$ cat src/dhtr_pkg.sv
// Shared constants and types for the dual half timer with clock mode,
// plus the pin synchroniser used on the capture pin.
// Assumes one system clock and an asynchronous active-low reset.
//
// Behaviour
// - Reset: unit idle, counters and loads 0xFFFF, prescale values zero.
// - Width config 0 gives joined 32-bit timer, 1 gives joined clock mode.
// - Width config 0x4 gives two independent 16-bit halves.
// - Joined modes: 32-bit first-half load write fills both half loads.
// - Joined modes: first-half count read returns second:first halves; reads 0x0000FFFF from reset until the first clock.
// - Joined timer counts down as one; first-half mode field alone chooses.
// - Run bit starts countdown; after zero the joined load reloads next cycle.
// - One-shot stops and clears its run bit; periodic keeps counting.
// - Zero sets sticky raw timeout flag; masked flag when mask bit set.
// - Each timeout pulses the trigger output when trigger enable is set.
// - Load write while running takes effect on the next clock; in clock mode the count ignores it.
// - Freeze bit holds the count; counting resumes when it clears.
// - Clock mode counts up; first selection loads the counter with one.
// - Capture pin clock divided down to one tick per second advances count.
// - Count equal to compare wraps to zero, sets raw match flag; masked flag when mask bit set.
// - Clock mode override bit disables the freeze bits in clock mode.
// - 16-bit mode: each half counts down, own mode field picks type.
// - Prescale P makes each 16-bit step last P+1 clocks; the reload at zero takes one clock.
// - Mode field: 0x1 one-shot, 0x2 periodic.
// - Writing one to a clear bit clears raw and masked flag.

package dhtr_pkg;

  localparam int unsigned HALF_W  = 16;
  localparam int unsigned FULL_W  = 32;
  localparam int unsigned PRE_W   = 8;
  localparam int unsigned FLAG_W  = 3;

  // Write select codes for the software write strobe
  typedef enum logic [2:0] {
    SEL_CFG    = 3'h0,
    SEL_CTL    = 3'h1,
    SEL_LOAD_A = 3'h2,
    SEL_LOAD_B = 3'h3,
    SEL_PRE_A  = 3'h4,
    SEL_PRE_B  = 3'h5,
    SEL_MATCH  = 3'h6,
    SEL_CLEAR  = 3'h7
  } dhtr_sel_t;

  typedef enum logic [2:0] {
    WM_JOIN_TIMER = 3'h0,
    WM_JOIN_CLOCK = 3'h1,
    WM_SPLIT      = 3'h4
  } dhtr_wmode_t;

  typedef enum logic [1:0] {
    HM_NONE     = 2'h0,
    HM_ONESHOT  = 2'h1,
    HM_PERIODIC = 2'h2,
    HM_RSVD     = 2'h3
  } dhtr_hmode_t;

  // Control write bit positions
  localparam int unsigned CTL_RUN_A = 0;
  localparam int unsigned CTL_RUN_B = 1;

  // Flag bit positions in raw, masked and clear words
  localparam int unsigned FLG_TO_A  = 0;
  localparam int unsigned FLG_TO_B  = 1;
  localparam int unsigned FLG_CLK   = 2;

  localparam logic [HALF_W-1:0] CNT_RST   = 16'hFFFF;
  localparam logic [PRE_W-1:0]  PRE_RST   = 8'h00;
  localparam logic [FULL_W-1:0] MATCH_RST = 32'hFFFFFFFF;
  localparam logic [FULL_W-1:0] CLK_FIRST = 32'h00000001;
  localparam logic [FULL_W-1:0] ZERO32    = 32'h00000000;
  localparam logic [HALF_W-1:0] ZERO16    = 16'h0000;

  // Capture pin clock and the tick rate it is divided down to
  localparam int unsigned CLK_IN_HZ   = 32768;
  localparam int unsigned CLK_TICK_HZ = 1;
  localparam int unsigned CLK_DIV_DEF = CLK_IN_HZ / CLK_TICK_HZ;

endpackage : dhtr_pkg

`timescale 1ns/1ps

// Two-flop synchroniser with a rising-edge pulse taken after the second flop
module dhtr_sync (
  input  wire logic clk_in,
  input  wire logic arst_n_in,
  input  wire logic pin_in,
  output logic      rise_out
);
  logic s1_r;
  logic s2_r;
  logic s3_r;

  always_ff @(posedge clk_in or negedge arst_n_in) begin
    if (!arst_n_in) begin
      s1_r <= 1'b0;
      s2_r <= 1'b0;
      s3_r <= 1'b0;
    end else begin
      s1_r <= pin_in;
      s2_r <= s1_r;
      s3_r <= s2_r;
    end
  end

  assign rise_out = s2_r & ~s3_r;

endmodule : dhtr_sync

$ cat src/dhtr_prescale.sv
// Per-half prescaler: issues one step enable every P+1 clocks while running.
// Assumes the caller reloads it whenever the half reloads its count.

`timescale 1ns/1ps

module dhtr_prescale #(
  parameter int unsigned PRE_W = 8
) (
  input  wire logic             clk_in,
  input  wire logic             arst_n_in,
  input  wire logic             run_in,
  input  wire logic             reload_in,
  input  wire logic [PRE_W-1:0] value_in,
  output logic                  step_out
);
  logic [PRE_W-1:0] pcnt_r;
  logic [PRE_W-1:0] pcnt_nxt;
  logic             at_end;

  assign at_end   = (pcnt_r == '0);
  assign step_out = run_in & at_end & ~reload_in;
  assign pcnt_nxt = reload_in ? value_in :
                    step_out  ? value_in :
                    run_in    ? pcnt_r - 1'b1 : pcnt_r;

  always_ff @(posedge clk_in or negedge arst_n_in) begin
    if (!arst_n_in) begin
      pcnt_r <= '0;
    end else begin
      pcnt_r <= pcnt_nxt;
    end
  end

endmodule : dhtr_prescale

$ cat src/dhtr_top.sv
// Dual half timer: joined 32-bit one-shot/periodic timer, joined clock
// mode driven from the capture pin, or two 16-bit timers with prescalers.
// Software access is a write strobe with a select code; configuration
// levels (modes, mask, freeze, trigger enables) are plain inputs from
// logic on the same clock. The capture pin is asynchronous.

`timescale 1ns/1ps

module dhtr_top
  import dhtr_pkg::*;
#(
  parameter int unsigned CLK_DIV = dhtr_pkg::CLK_DIV_DEF
) (
  input  wire logic                      clk_in,
  input  wire logic                      arst_n_in,
  input  wire logic                      wr_in,
  input  wire dhtr_pkg::dhtr_sel_t       wr_sel_in,
  input  wire logic [31:0]               wr_data_in,
  input  wire dhtr_pkg::dhtr_hmode_t     first_half_mode_field_in,
  input  wire dhtr_pkg::dhtr_hmode_t     second_half_mode_field_in,
  input  wire logic [2:0]                flag_mask_in,
  input  wire logic                      first_half_trigger_out_en_in,
  input  wire logic                      second_half_trigger_out_en_in,
  input  wire logic                      first_half_freeze_bit_in,
  input  wire logic                      second_half_freeze_bit_in,
  input  wire logic                      clock_mode_freeze_override_in,
  input  wire logic                      capture_pin_in,
  output logic [31:0]                    first_half_count_out,
  output logic [15:0]                    second_half_count_out,
  output logic                           first_half_run_out,
  output logic                           second_half_run_out,
  output logic [2:0]                     raw_flag_out,
  output logic [2:0]                     masked_flag_out,
  output logic                           irq_out,
  output logic                           first_half_trigger_out,
  output logic                           second_half_trigger_out
);
  import dhtr_pkg::*;

  localparam int unsigned DIV_W = (CLK_DIV > 1) ? $clog2(CLK_DIV) : 1;
  localparam logic [DIV_W-1:0] DIV_LAST = DIV_W'(CLK_DIV - 1);

  function automatic logic f_mode_ok(input dhtr_hmode_t m);
    f_mode_ok = (m == HM_ONESHOT) || (m == HM_PERIODIC);
  endfunction : f_mode_ok

  function automatic logic f_oneshot(input dhtr_hmode_t m);
    f_oneshot = (m == HM_ONESHOT);
  endfunction : f_oneshot

  // State
  dhtr_wmode_t        cfg_r;
  logic               run_a_r;
  logic               run_b_r;
  logic [HALF_W-1:0]  load_a_r;
  logic [HALF_W-1:0]  load_b_r;
  logic [HALF_W-1:0]  cnt_a_r;
  logic [HALF_W-1:0]  cnt_b_r;
  logic [PRE_W-1:0]   pre_a_r;
  logic [PRE_W-1:0]   pre_b_r;
  logic [FULL_W-1:0]  match_r;
  logic [FLAG_W-1:0]  raw_r;
  logic [FLAG_W-1:0]  masked_r;
  logic               irq_r;
  logic               trig_a_r;
  logic               trig_b_r;
  logic [FULL_W-1:0]  rd_a_r;
  logic [HALF_W-1:0]  rd_b_r;
  logic [DIV_W-1:0]   div_r;

  // Next values
  dhtr_wmode_t        cfg_nxt;
  logic               run_a_nxt;
  logic               run_b_nxt;
  logic [HALF_W-1:0]  load_a_nxt;
  logic [HALF_W-1:0]  load_b_nxt;
  logic [HALF_W-1:0]  cnt_a_nxt;
  logic [HALF_W-1:0]  cnt_b_nxt;
  logic [FULL_W-1:0]  cnt32_nxt;
  logic [FLAG_W-1:0]  raw_nxt;
  logic [FLAG_W-1:0]  masked_nxt;
  logic [DIV_W-1:0]   div_nxt;

  // Write decode
  wire wr_cfg    = wr_in && (wr_sel_in == SEL_CFG);
  wire wr_ctl    = wr_in && (wr_sel_in == SEL_CTL);
  wire wr_load_a = wr_in && (wr_sel_in == SEL_LOAD_A);
  wire wr_load_b = wr_in && (wr_sel_in == SEL_LOAD_B);
  wire wr_pre_a  = wr_in && (wr_sel_in == SEL_PRE_A);
  wire wr_pre_b  = wr_in && (wr_sel_in == SEL_PRE_B);
  wire wr_match  = wr_in && (wr_sel_in == SEL_MATCH);
  wire wr_clear  = wr_in && (wr_sel_in == SEL_CLEAR);

  // Mode decode
  wire is_join_tmr = (cfg_r == WM_JOIN_TIMER);
  wire is_join_clk = (cfg_r == WM_JOIN_CLOCK);
  wire is_split    = (cfg_r == WM_SPLIT);
  wire is_joined   = is_join_tmr | is_join_clk;

  wire [FULL_W-1:0] cnt32  = {cnt_b_r, cnt_a_r};
  wire [FULL_W-1:0] load32 = {load_b_r, load_a_r};

  wire mode_ok_a = f_mode_ok(first_half_mode_field_in);
  wire mode_ok_b = f_mode_ok(second_half_mode_field_in);
  wire os_a      = f_oneshot(first_half_mode_field_in);
  wire os_b      = f_oneshot(second_half_mode_field_in);

  // Entering clock mode from any other width loads the count with one
  wire clk_first = wr_cfg && (wr_data_in[2:0] == WM_JOIN_CLOCK) &&
                   (cfg_r != WM_JOIN_CLOCK);

  // Joined timer: second-half mode is ignored
  wire act32  = is_join_tmr & run_a_r & mode_ok_a & ~first_half_freeze_bit_in;
  wire zero32 = act32 & (cnt32 == ZERO32);

  // Clock mode: freeze bits only bite while the override is clear
  wire clk_frozen = (first_half_freeze_bit_in | second_half_freeze_bit_in) &
                    ~clock_mode_freeze_override_in;
  wire clk_go     = is_join_clk & run_a_r & ~clk_frozen;

  logic pin_rise;

  dhtr_sync u_pin_sync (
    .clk_in    (clk_in),
    .arst_n_in (arst_n_in),
    .pin_in    (capture_pin_in),
    .rise_out  (pin_rise)
  );

  wire clk_tick = clk_go & pin_rise & (div_r == DIV_LAST);
  wire clk_hit  = clk_tick & (cnt32 == match_r);

  // Split halves
  wire act_a16  = is_split & run_a_r & mode_ok_a & ~first_half_freeze_bit_in;
  wire act_b16  = is_split & run_b_r & mode_ok_b & ~second_half_freeze_bit_in;
  wire zero_a16 = act_a16 & (cnt_a_r == ZERO16);
  wire zero_b16 = act_b16 & (cnt_b_r == ZERO16);

  wire pre_rl_a = zero_a16 | wr_pre_a | wr_load_a | ~act_a16;
  wire pre_rl_b = zero_b16 | wr_pre_b | wr_load_b | ~act_b16;

  logic step_a;
  logic step_b;

  dhtr_prescale #(
    .PRE_W (PRE_W)
  ) u_pre_a (
    .clk_in    (clk_in),
    .arst_n_in (arst_n_in),
    .run_in    (act_a16),
    .reload_in (pre_rl_a),
    .value_in  (pre_a_r),
    .step_out  (step_a)
  );

  dhtr_prescale #(
    .PRE_W (PRE_W)
  ) u_pre_b (
    .clk_in    (clk_in),
    .arst_n_in (arst_n_in),
    .run_in    (act_b16),
    .reload_in (pre_rl_b),
    .value_in  (pre_b_r),
    .step_out  (step_b)
  );

  // Timeout events and one-shot stops
  wire to_a   = zero32 | zero_a16;
  wire to_b   = zero_b16;
  wire stop_a = (zero32 | zero_a16) & os_a;
  wire stop_b = zero_b16 & os_b;

  // Width config
  assign cfg_nxt = wr_cfg ? dhtr_wmode_t'(wr_data_in[2:0]) : cfg_r;

  // Run bits: a software write in the same cycle as a one-shot stop wins
  assign run_a_nxt = wr_ctl ? wr_data_in[CTL_RUN_A] :
                     stop_a ? 1'b0 : run_a_r;
  assign run_b_nxt = wr_ctl ? wr_data_in[CTL_RUN_B] :
                     stop_b ? 1'b0 : run_b_r;

  // Load registers; joined modes split a 32-bit write over both halves
  assign load_a_nxt = wr_load_a ? wr_data_in[15:0] : load_a_r;
  assign load_b_nxt = (wr_load_a && is_joined) ? wr_data_in[31:16] :
                      wr_load_b ? wr_data_in[15:0] : load_b_r;

  // Joined count
  always_comb begin
    cnt32_nxt = cnt32;
    if (clk_first) begin
      cnt32_nxt = CLK_FIRST;
    end else if (is_join_tmr) begin
      if (wr_load_a) begin
        cnt32_nxt = wr_data_in;
      end else if (zero32) begin
        cnt32_nxt = load32;
      end else if (act32) begin
        cnt32_nxt = cnt32 - 32'h00000001;
      end
    end else if (is_join_clk) begin
      if (clk_hit) begin
        cnt32_nxt = ZERO32;
      end else if (clk_tick) begin
        cnt32_nxt = cnt32 + 32'h00000001;
      end
    end
  end

  // Split counts
  always_comb begin
    cnt_a_nxt = cnt_a_r;
    cnt_b_nxt = cnt_b_r;
    if (is_joined || clk_first) begin
      cnt_a_nxt = cnt32_nxt[15:0];
      cnt_b_nxt = cnt32_nxt[31:16];
    end else if (is_split) begin
      if (wr_load_a) begin
        cnt_a_nxt = wr_data_in[15:0];
      end else if (zero_a16) begin
        cnt_a_nxt = load_a_r;
      end else if (step_a) begin
        cnt_a_nxt = cnt_a_r - 16'h0001;
      end
      if (wr_load_b) begin
        cnt_b_nxt = wr_data_in[15:0];
      end else if (zero_b16) begin
        cnt_b_nxt = load_b_r;
      end else if (step_b) begin
        cnt_b_nxt = cnt_b_r - 16'h0001;
      end
    end
  end

  // Pin edge divider; restarts on any width change
  always_comb begin
    div_nxt = div_r;
    if (wr_cfg) begin
      div_nxt = '0;
    end else if (clk_go && pin_rise) begin
      div_nxt = (div_r == DIV_LAST) ? '0 : div_r + 1'b1;
    end
  end

  // Flags: a new event wins over a clear in the same cycle
  wire [FLAG_W-1:0] flag_set = {clk_hit, to_b, to_a};
  wire [FLAG_W-1:0] flag_clr = wr_clear ? wr_data_in[FLAG_W-1:0] : '0;

  assign raw_nxt    = flag_set | (raw_r & ~flag_clr);
  assign masked_nxt = raw_nxt & flag_mask_in;

  // Registers
  always_ff @(posedge clk_in or negedge arst_n_in) begin
    if (!arst_n_in) begin
      cfg_r <= WM_JOIN_TIMER;
    end else begin
      cfg_r <= cfg_nxt;
    end
  end

  always_ff @(posedge clk_in or negedge arst_n_in) begin
    if (!arst_n_in) begin
      run_a_r <= 1'b0;
      run_b_r <= 1'b0;
    end else begin
      run_a_r <= run_a_nxt;
      run_b_r <= run_b_nxt;
    end
  end

  always_ff @(posedge clk_in or negedge arst_n_in) begin
    if (!arst_n_in) begin
      load_a_r <= CNT_RST;
      load_b_r <= CNT_RST;
      cnt_a_r  <= CNT_RST;
      cnt_b_r  <= CNT_RST;
    end else begin
      load_a_r <= load_a_nxt;
      load_b_r <= load_b_nxt;
      cnt_a_r  <= cnt_a_nxt;
      cnt_b_r  <= cnt_b_nxt;
    end
  end

  always_ff @(posedge clk_in or negedge arst_n_in) begin
    if (!arst_n_in) begin
      pre_a_r <= PRE_RST;
      pre_b_r <= PRE_RST;
    end else begin
      if (wr_pre_a) begin
        pre_a_r <= wr_data_in[PRE_W-1:0];
      end
      if (wr_pre_b) begin
        pre_b_r <= wr_data_in[PRE_W-1:0];
      end
    end
  end

  // Compare value is the only way software moves the clock-mode wrap point
  always_ff @(posedge clk_in or negedge arst_n_in) begin
    if (!arst_n_in) begin
      match_r <= MATCH_RST;
    end else if (wr_match) begin
      match_r <= wr_data_in;
    end
  end

  always_ff @(posedge clk_in or negedge arst_n_in) begin
    if (!arst_n_in) begin
      div_r <= '0;
    end else begin
      div_r <= div_nxt;
    end
  end

  always_ff @(posedge clk_in or negedge arst_n_in) begin
    if (!arst_n_in) begin
      raw_r    <= '0;
      masked_r <= '0;
      irq_r    <= 1'b0;
    end else begin
      raw_r    <= raw_nxt;
      masked_r <= masked_nxt;
      irq_r    <= |masked_nxt;
    end
  end

  always_ff @(posedge clk_in or negedge arst_n_in) begin
    if (!arst_n_in) begin
      trig_a_r <= 1'b0;
      trig_b_r <= 1'b0;
    end else begin
      trig_a_r <= to_a & first_half_trigger_out_en_in;
      trig_b_r <= to_b & second_half_trigger_out_en_in;
    end
  end

  // Read images track the count of the same edge
  always_ff @(posedge clk_in or negedge arst_n_in) begin
    if (!arst_n_in) begin
      rd_a_r <= {16'h0000, CNT_RST};
      rd_b_r <= CNT_RST;
    end else begin
      rd_a_r <= (cfg_nxt == WM_SPLIT) ? {ZERO16, cnt_a_nxt} :
                {cnt_b_nxt, cnt_a_nxt};
      rd_b_r <= cnt_b_nxt;
    end
  end

  assign first_half_count_out    = rd_a_r;
  assign second_half_count_out   = rd_b_r;
  assign first_half_run_out      = run_a_r;
  assign second_half_run_out     = run_b_r;
  assign raw_flag_out            = raw_r;
  assign masked_flag_out         = masked_r;
  assign irq_out                 = irq_r;
  assign first_half_trigger_out  = trig_a_r;
  assign second_half_trigger_out = trig_b_r;

endmodule : dhtr_top

$ cat config.mk
export PLATFORM = sky130hd
export DESIGN_NAME = dhtr_top
export DESIGN_NICKNAME = d
export VERILOG_FILES = /design/src/dhtr_pkg.sv /design/src/dhtr_prescale.sv /design/src/dhtr_top.sv
export SDC_FILE = /design/constraint.sdc
export NUM_CORES = 1
export LEC_CHECK = 0
export BUFFER_PORTS_ARGS = -buffer_cell sky130_fd_sc_hd__buf_2
export CORE_ASPECT_RATIO = 0.6
export CORE_MARGIN = 10
export CORE_UTILIZATION = 30
export CTS_CLUSTER_SIZE = 20
export DETAILED_ROUTE_END_ITERATION = 10
export PLACE_DENSITY_LB_ADDON = 0.3
export SETUP_SLACK_MARGIN = 0.4
export SYNTH_ARGS = -nofsm -noshare
export SYNTH_HDL_FRONTEND = slang
export SYNTH_SLANG_ARGS = --single-unit
$ cat constraint.sdc
create_clock -name clk_in -period 2.6 [get_ports clk_in]
set_clock_uncertainty 0.1 [all_clocks]
set_input_delay 0.26 -clock clk_in [delete_from_list [all_inputs] [get_ports clk_in]]
set_output_delay 0.26 -clock clk_in [all_outputs]
set_load 0.01 [all_outputs]
==> flow_summary.json <==
{
  "drc_errors": 0,
  "layout_commonest_cell": "buf_4",
  "reg2reg_setup_slack_ns": -0.24,
  "clock_path_buffers": 2,
  "fmax_mhz": 352.7,
  "path_class": "flip-flop to flip-flop",
  "place.gp.congestion": 0.9868,
  "hold_path_startpoint": "wr_data_in[4]",
  "ys_warn_count": 0,
  "place_hpwl_um": 41490,
  "drive_gt1_share_pct": 51.03,
  "ant_nets": 0,
  "r2r_end": "first_half_count_out[26]$_DFF_PN0_",
  "clkSinkCount": 176,
  "insertion_delay_ns": 0.47,
  "antenna_found_initial": 2,
  "violations": "setup timing",
  "initial_core_util_pct": 30.52,
  "cellPowerDensity_nw_per_um2": 843.8,
  "drt-initial-drc-count": 1460,
  "fin_crit_sh_pct": 109.1,
  "crit_path_max_fanout": 4,
  "via_per_inst": 5.607,
  "yosysUniqueCellTypes": 81,
  "nets": 1795,
  "cp_data_required_time_ns": 2.86,
  "avgSynthCellArea_um2": 8.884,
  "slew_headroom_pct": 51.91,
  "die_width_um": 273.1,
  "synth_nets": 1360,
  "outcome": "finished with violations",
  "maxSlewViolCount": 0,
  "routed_wirelength_um": 55070,
  "fin_crit_ns": 2.836,
  "htreeDepth": 4,
  "async_flop_share_pct": 100.0,
  "hold_violations": 0,
  "setup_viol": 40,
  "fin_util_pct": 47.75,
  "place_ws_ns": -0.5058,
  "antennaDiodeCount": 0,
  "end_kind": "flip-flop",
  "core-area_um2": 37780,
  "synth_seq_area_share_pct": 39.24,
  "rsz0062_at_grt": "yes",
  "setup_tns_ns": -3.483,
  "holdPathStages": 3,
  "grt_pass1_vias": 12320,
  "worstPathCellList": "or4_4 > buf_6 > or4_4 > buf_6 > a2111oi_4 > xnor2_1 > nand3_1 > a32o_2 > and2_4",
  "grt_first_pass_wirelength_um": 81830,
  "finalPower_mw": 15.22,
  "root_buffer": "clkbuf_16",
  "min_to": "load_a_r[4]$_DFFE_PN1P_",
  "grt_use_total_pct": 23.17,
  "wl_per_cell_um": 24.38,
  "chipHeight_um": 171.9,
  "rows": 55,
  "drv_cap": 0,
  "clk_pin_slew_worst_paths_ns": 0.08,
  "synth_edf_count": 0,
  "syn_inst": 1298,
  "area_growth_pct": 56.46,
  "io_pins": 110,
  "first_pass_iters": 5,
  "global_route.overflow_total": 0,
  "dieArea_um2": 46940,
  "rr_startpoint": "second_half_count_out[4]$_DFF_PN1_",
  "arrival_ns": 3.10,
  "port_buffers": 109,
  "p_leak_nw": 7.583,
  "grt_max_degree": 77,
  "cts_tree": "yes",
  "final_cell_mix": "275 x buf_4, 149 x nand2_1, 108 x buf_2",
  "nFillCells": 3552,
  "synth-seq-cells": 176,
  "synthesis.area_um2": 11530,
  "cpPeakStageDelay_ns": 0.55,
  "synthFlopType": "dfstp_2",
  "tightest_slew_ns": 0.7214,
  "peakVddDrop_v": 0.0004682,
  "slowest_stage": "or4_4",
  "layout_setup_ws_ns": -0.2356,
  "hold_class": "primary input to flip-flop",
  "ff2ff_path_depth": 9,
  "cts_made_buffers": 17,
  "vias": 12670,
  "startpoint_type": "flip-flop"
}
-- stage by stage --
stage | instance area [um^2] | std cells | hold WS [ns]
2_1_floorplan | 12050 | 1298 | -0.1356
3_3_place_gp | 15210 | 2121 | 0.2326
3_5_place_dp | 15210 | 2121 | 0.2283
4_1_cts | 17280 | 2227 | 0.003602
5_1_grt | 18040 | 2259 | 0.03135
6_report | 18040 | 2259 | 0.01618
-- logic make-up after synthesis --
kind of cell,synth area share (%)
buf+inv,4.156
fa+ha+maj,1.194
compound gates,18.42
simple gates,23.94
mux,5.230
flops,39.24
xor+xnor,7.823
-- how the worst max path moves through the flow --
stage	depth (start not counted)	slack, ns	from	end
floorplan	9	-0.07	first_half_count_out[4]$_DFFE_PN1P_	first_half_count_out[18]$_DFF_PN0_
global placement	10	-0.52	second_half_mode_field_in[1]	first_half_count_out[28]$_DFF_PN0_
detailed placement	9	-0.51	second_half_mode_field_in[0]	first_half_count_out[28]$_DFF_PN0_
CTS	9	-0.19	second_half_count_out[4]$_DFF_PN1_	first_half_count_out[26]$_DFF_PN0_
global route	9	-0.29	second_half_count_out[4]$_DFF_PN1_	first_half_count_out[26]$_DFF_PN0_
finish	9	-0.24	second_half_count_out[4]$_DFF_PN1_	first_half_count_out[26]$_DFF_PN0_
-- registers in the layout, indices dropped and copies added (netlist names), 8 cells and up --
signal and cells:
second_half_count_out 16, load_a_r 16, match_r 32, load_b_r 16, div_r 15, u_pre_a.pcnt_r 8, pre_b_r 8, first_half_count_out 32
u_pre_b.pcnt_r 8, pre_a_r 8
-- worst max-delay path: cells and delay by family (launching register included) --
kind | cells | cell delay, ns
and+or+nand+nor | 4 | 1.20
AOI/OAI and AO/OA | 2 | 0.60
DFF | 1 | 0.38
buffers and inverters | 2 | 0.29
xor gates and xnor gates | 1 | 0.16
-- Yosys cell counts, types with 11 or more instances --
cell,instances,area [um^2]
xor2_1,56,490.5
ha_1,11,137.6
or3_1,11,68.82
and3_1,15,93.84
dfstp_2,96,2522
xnor2_1,47,411.6
a21oi_1,75,375.4
o21ai_0,74,370.4
o211ai_1,17,127.6
a211oi_1,12,90.09
nand2_1,170,638.1
nor4_1,28,175.2
nor2_1,97,364.1
nand3_1,36,180.2
clkbuf_1,73,274.0
a31oi_1,22,137.6
buf_2,14,70.07
o31ai_1,15,112.6
mux2_2,50,563.0
a221oi_1,15,131.4
a21o_1,12,90.09
nand4_1,27,168.9
and2_1,19,118.9
dfrtp_1,80,2002
nor3_1,29,145.1
inv_1,24,90.09
or4_1,13,97.59
-- cell type report --
type	instances	area (um^2)	share of cell area (%)
Clock buffer	17	425.4	2.358
Multi-Input combinational cell	1005	7899	43.78
Clock inverter	15	201.4	1.117
Sequential cell	176	4524	25.08
Timing Repair Buffer	509	4257	23.59
Inverter	24	92.59	0.5132
Tap cell	513	641.9	3.558
-- per-layer routing --
metal	part of all wire, %	vias up	GRT usage, %
met2	41	626	32.47
li1	-	5626	-
met3	10	52	4.925
met5	0.024	-	0
met1	48	6360	35.42
met4	1.0	2	4.500
-- report_power, final --
| part | switching (mW) | leakage [nW] | internal, mW |
|---|---|---|---|
| sequential | 0.810 | 2.02 | 3.81 |
| clock | 1.46 | 0.302 | 1.33 |
| combinational | 4.28 | 5.26 | 3.54 |
| total | 6.55 | 7.58 | 8.67 |
-- what timing repair did --
item / in CTS / in global routing
resized for setup: 174 / 131
cloned: 2 / 0
endpoints found under the hold margin: 94 / 0
setup endpoints to repair: 81 / 81
pin swaps: 54 / 66
buffers inserted: 40 / 32
hold buffers: 32 / 0
Note: power is estimated with default switching activity, not from simulation.
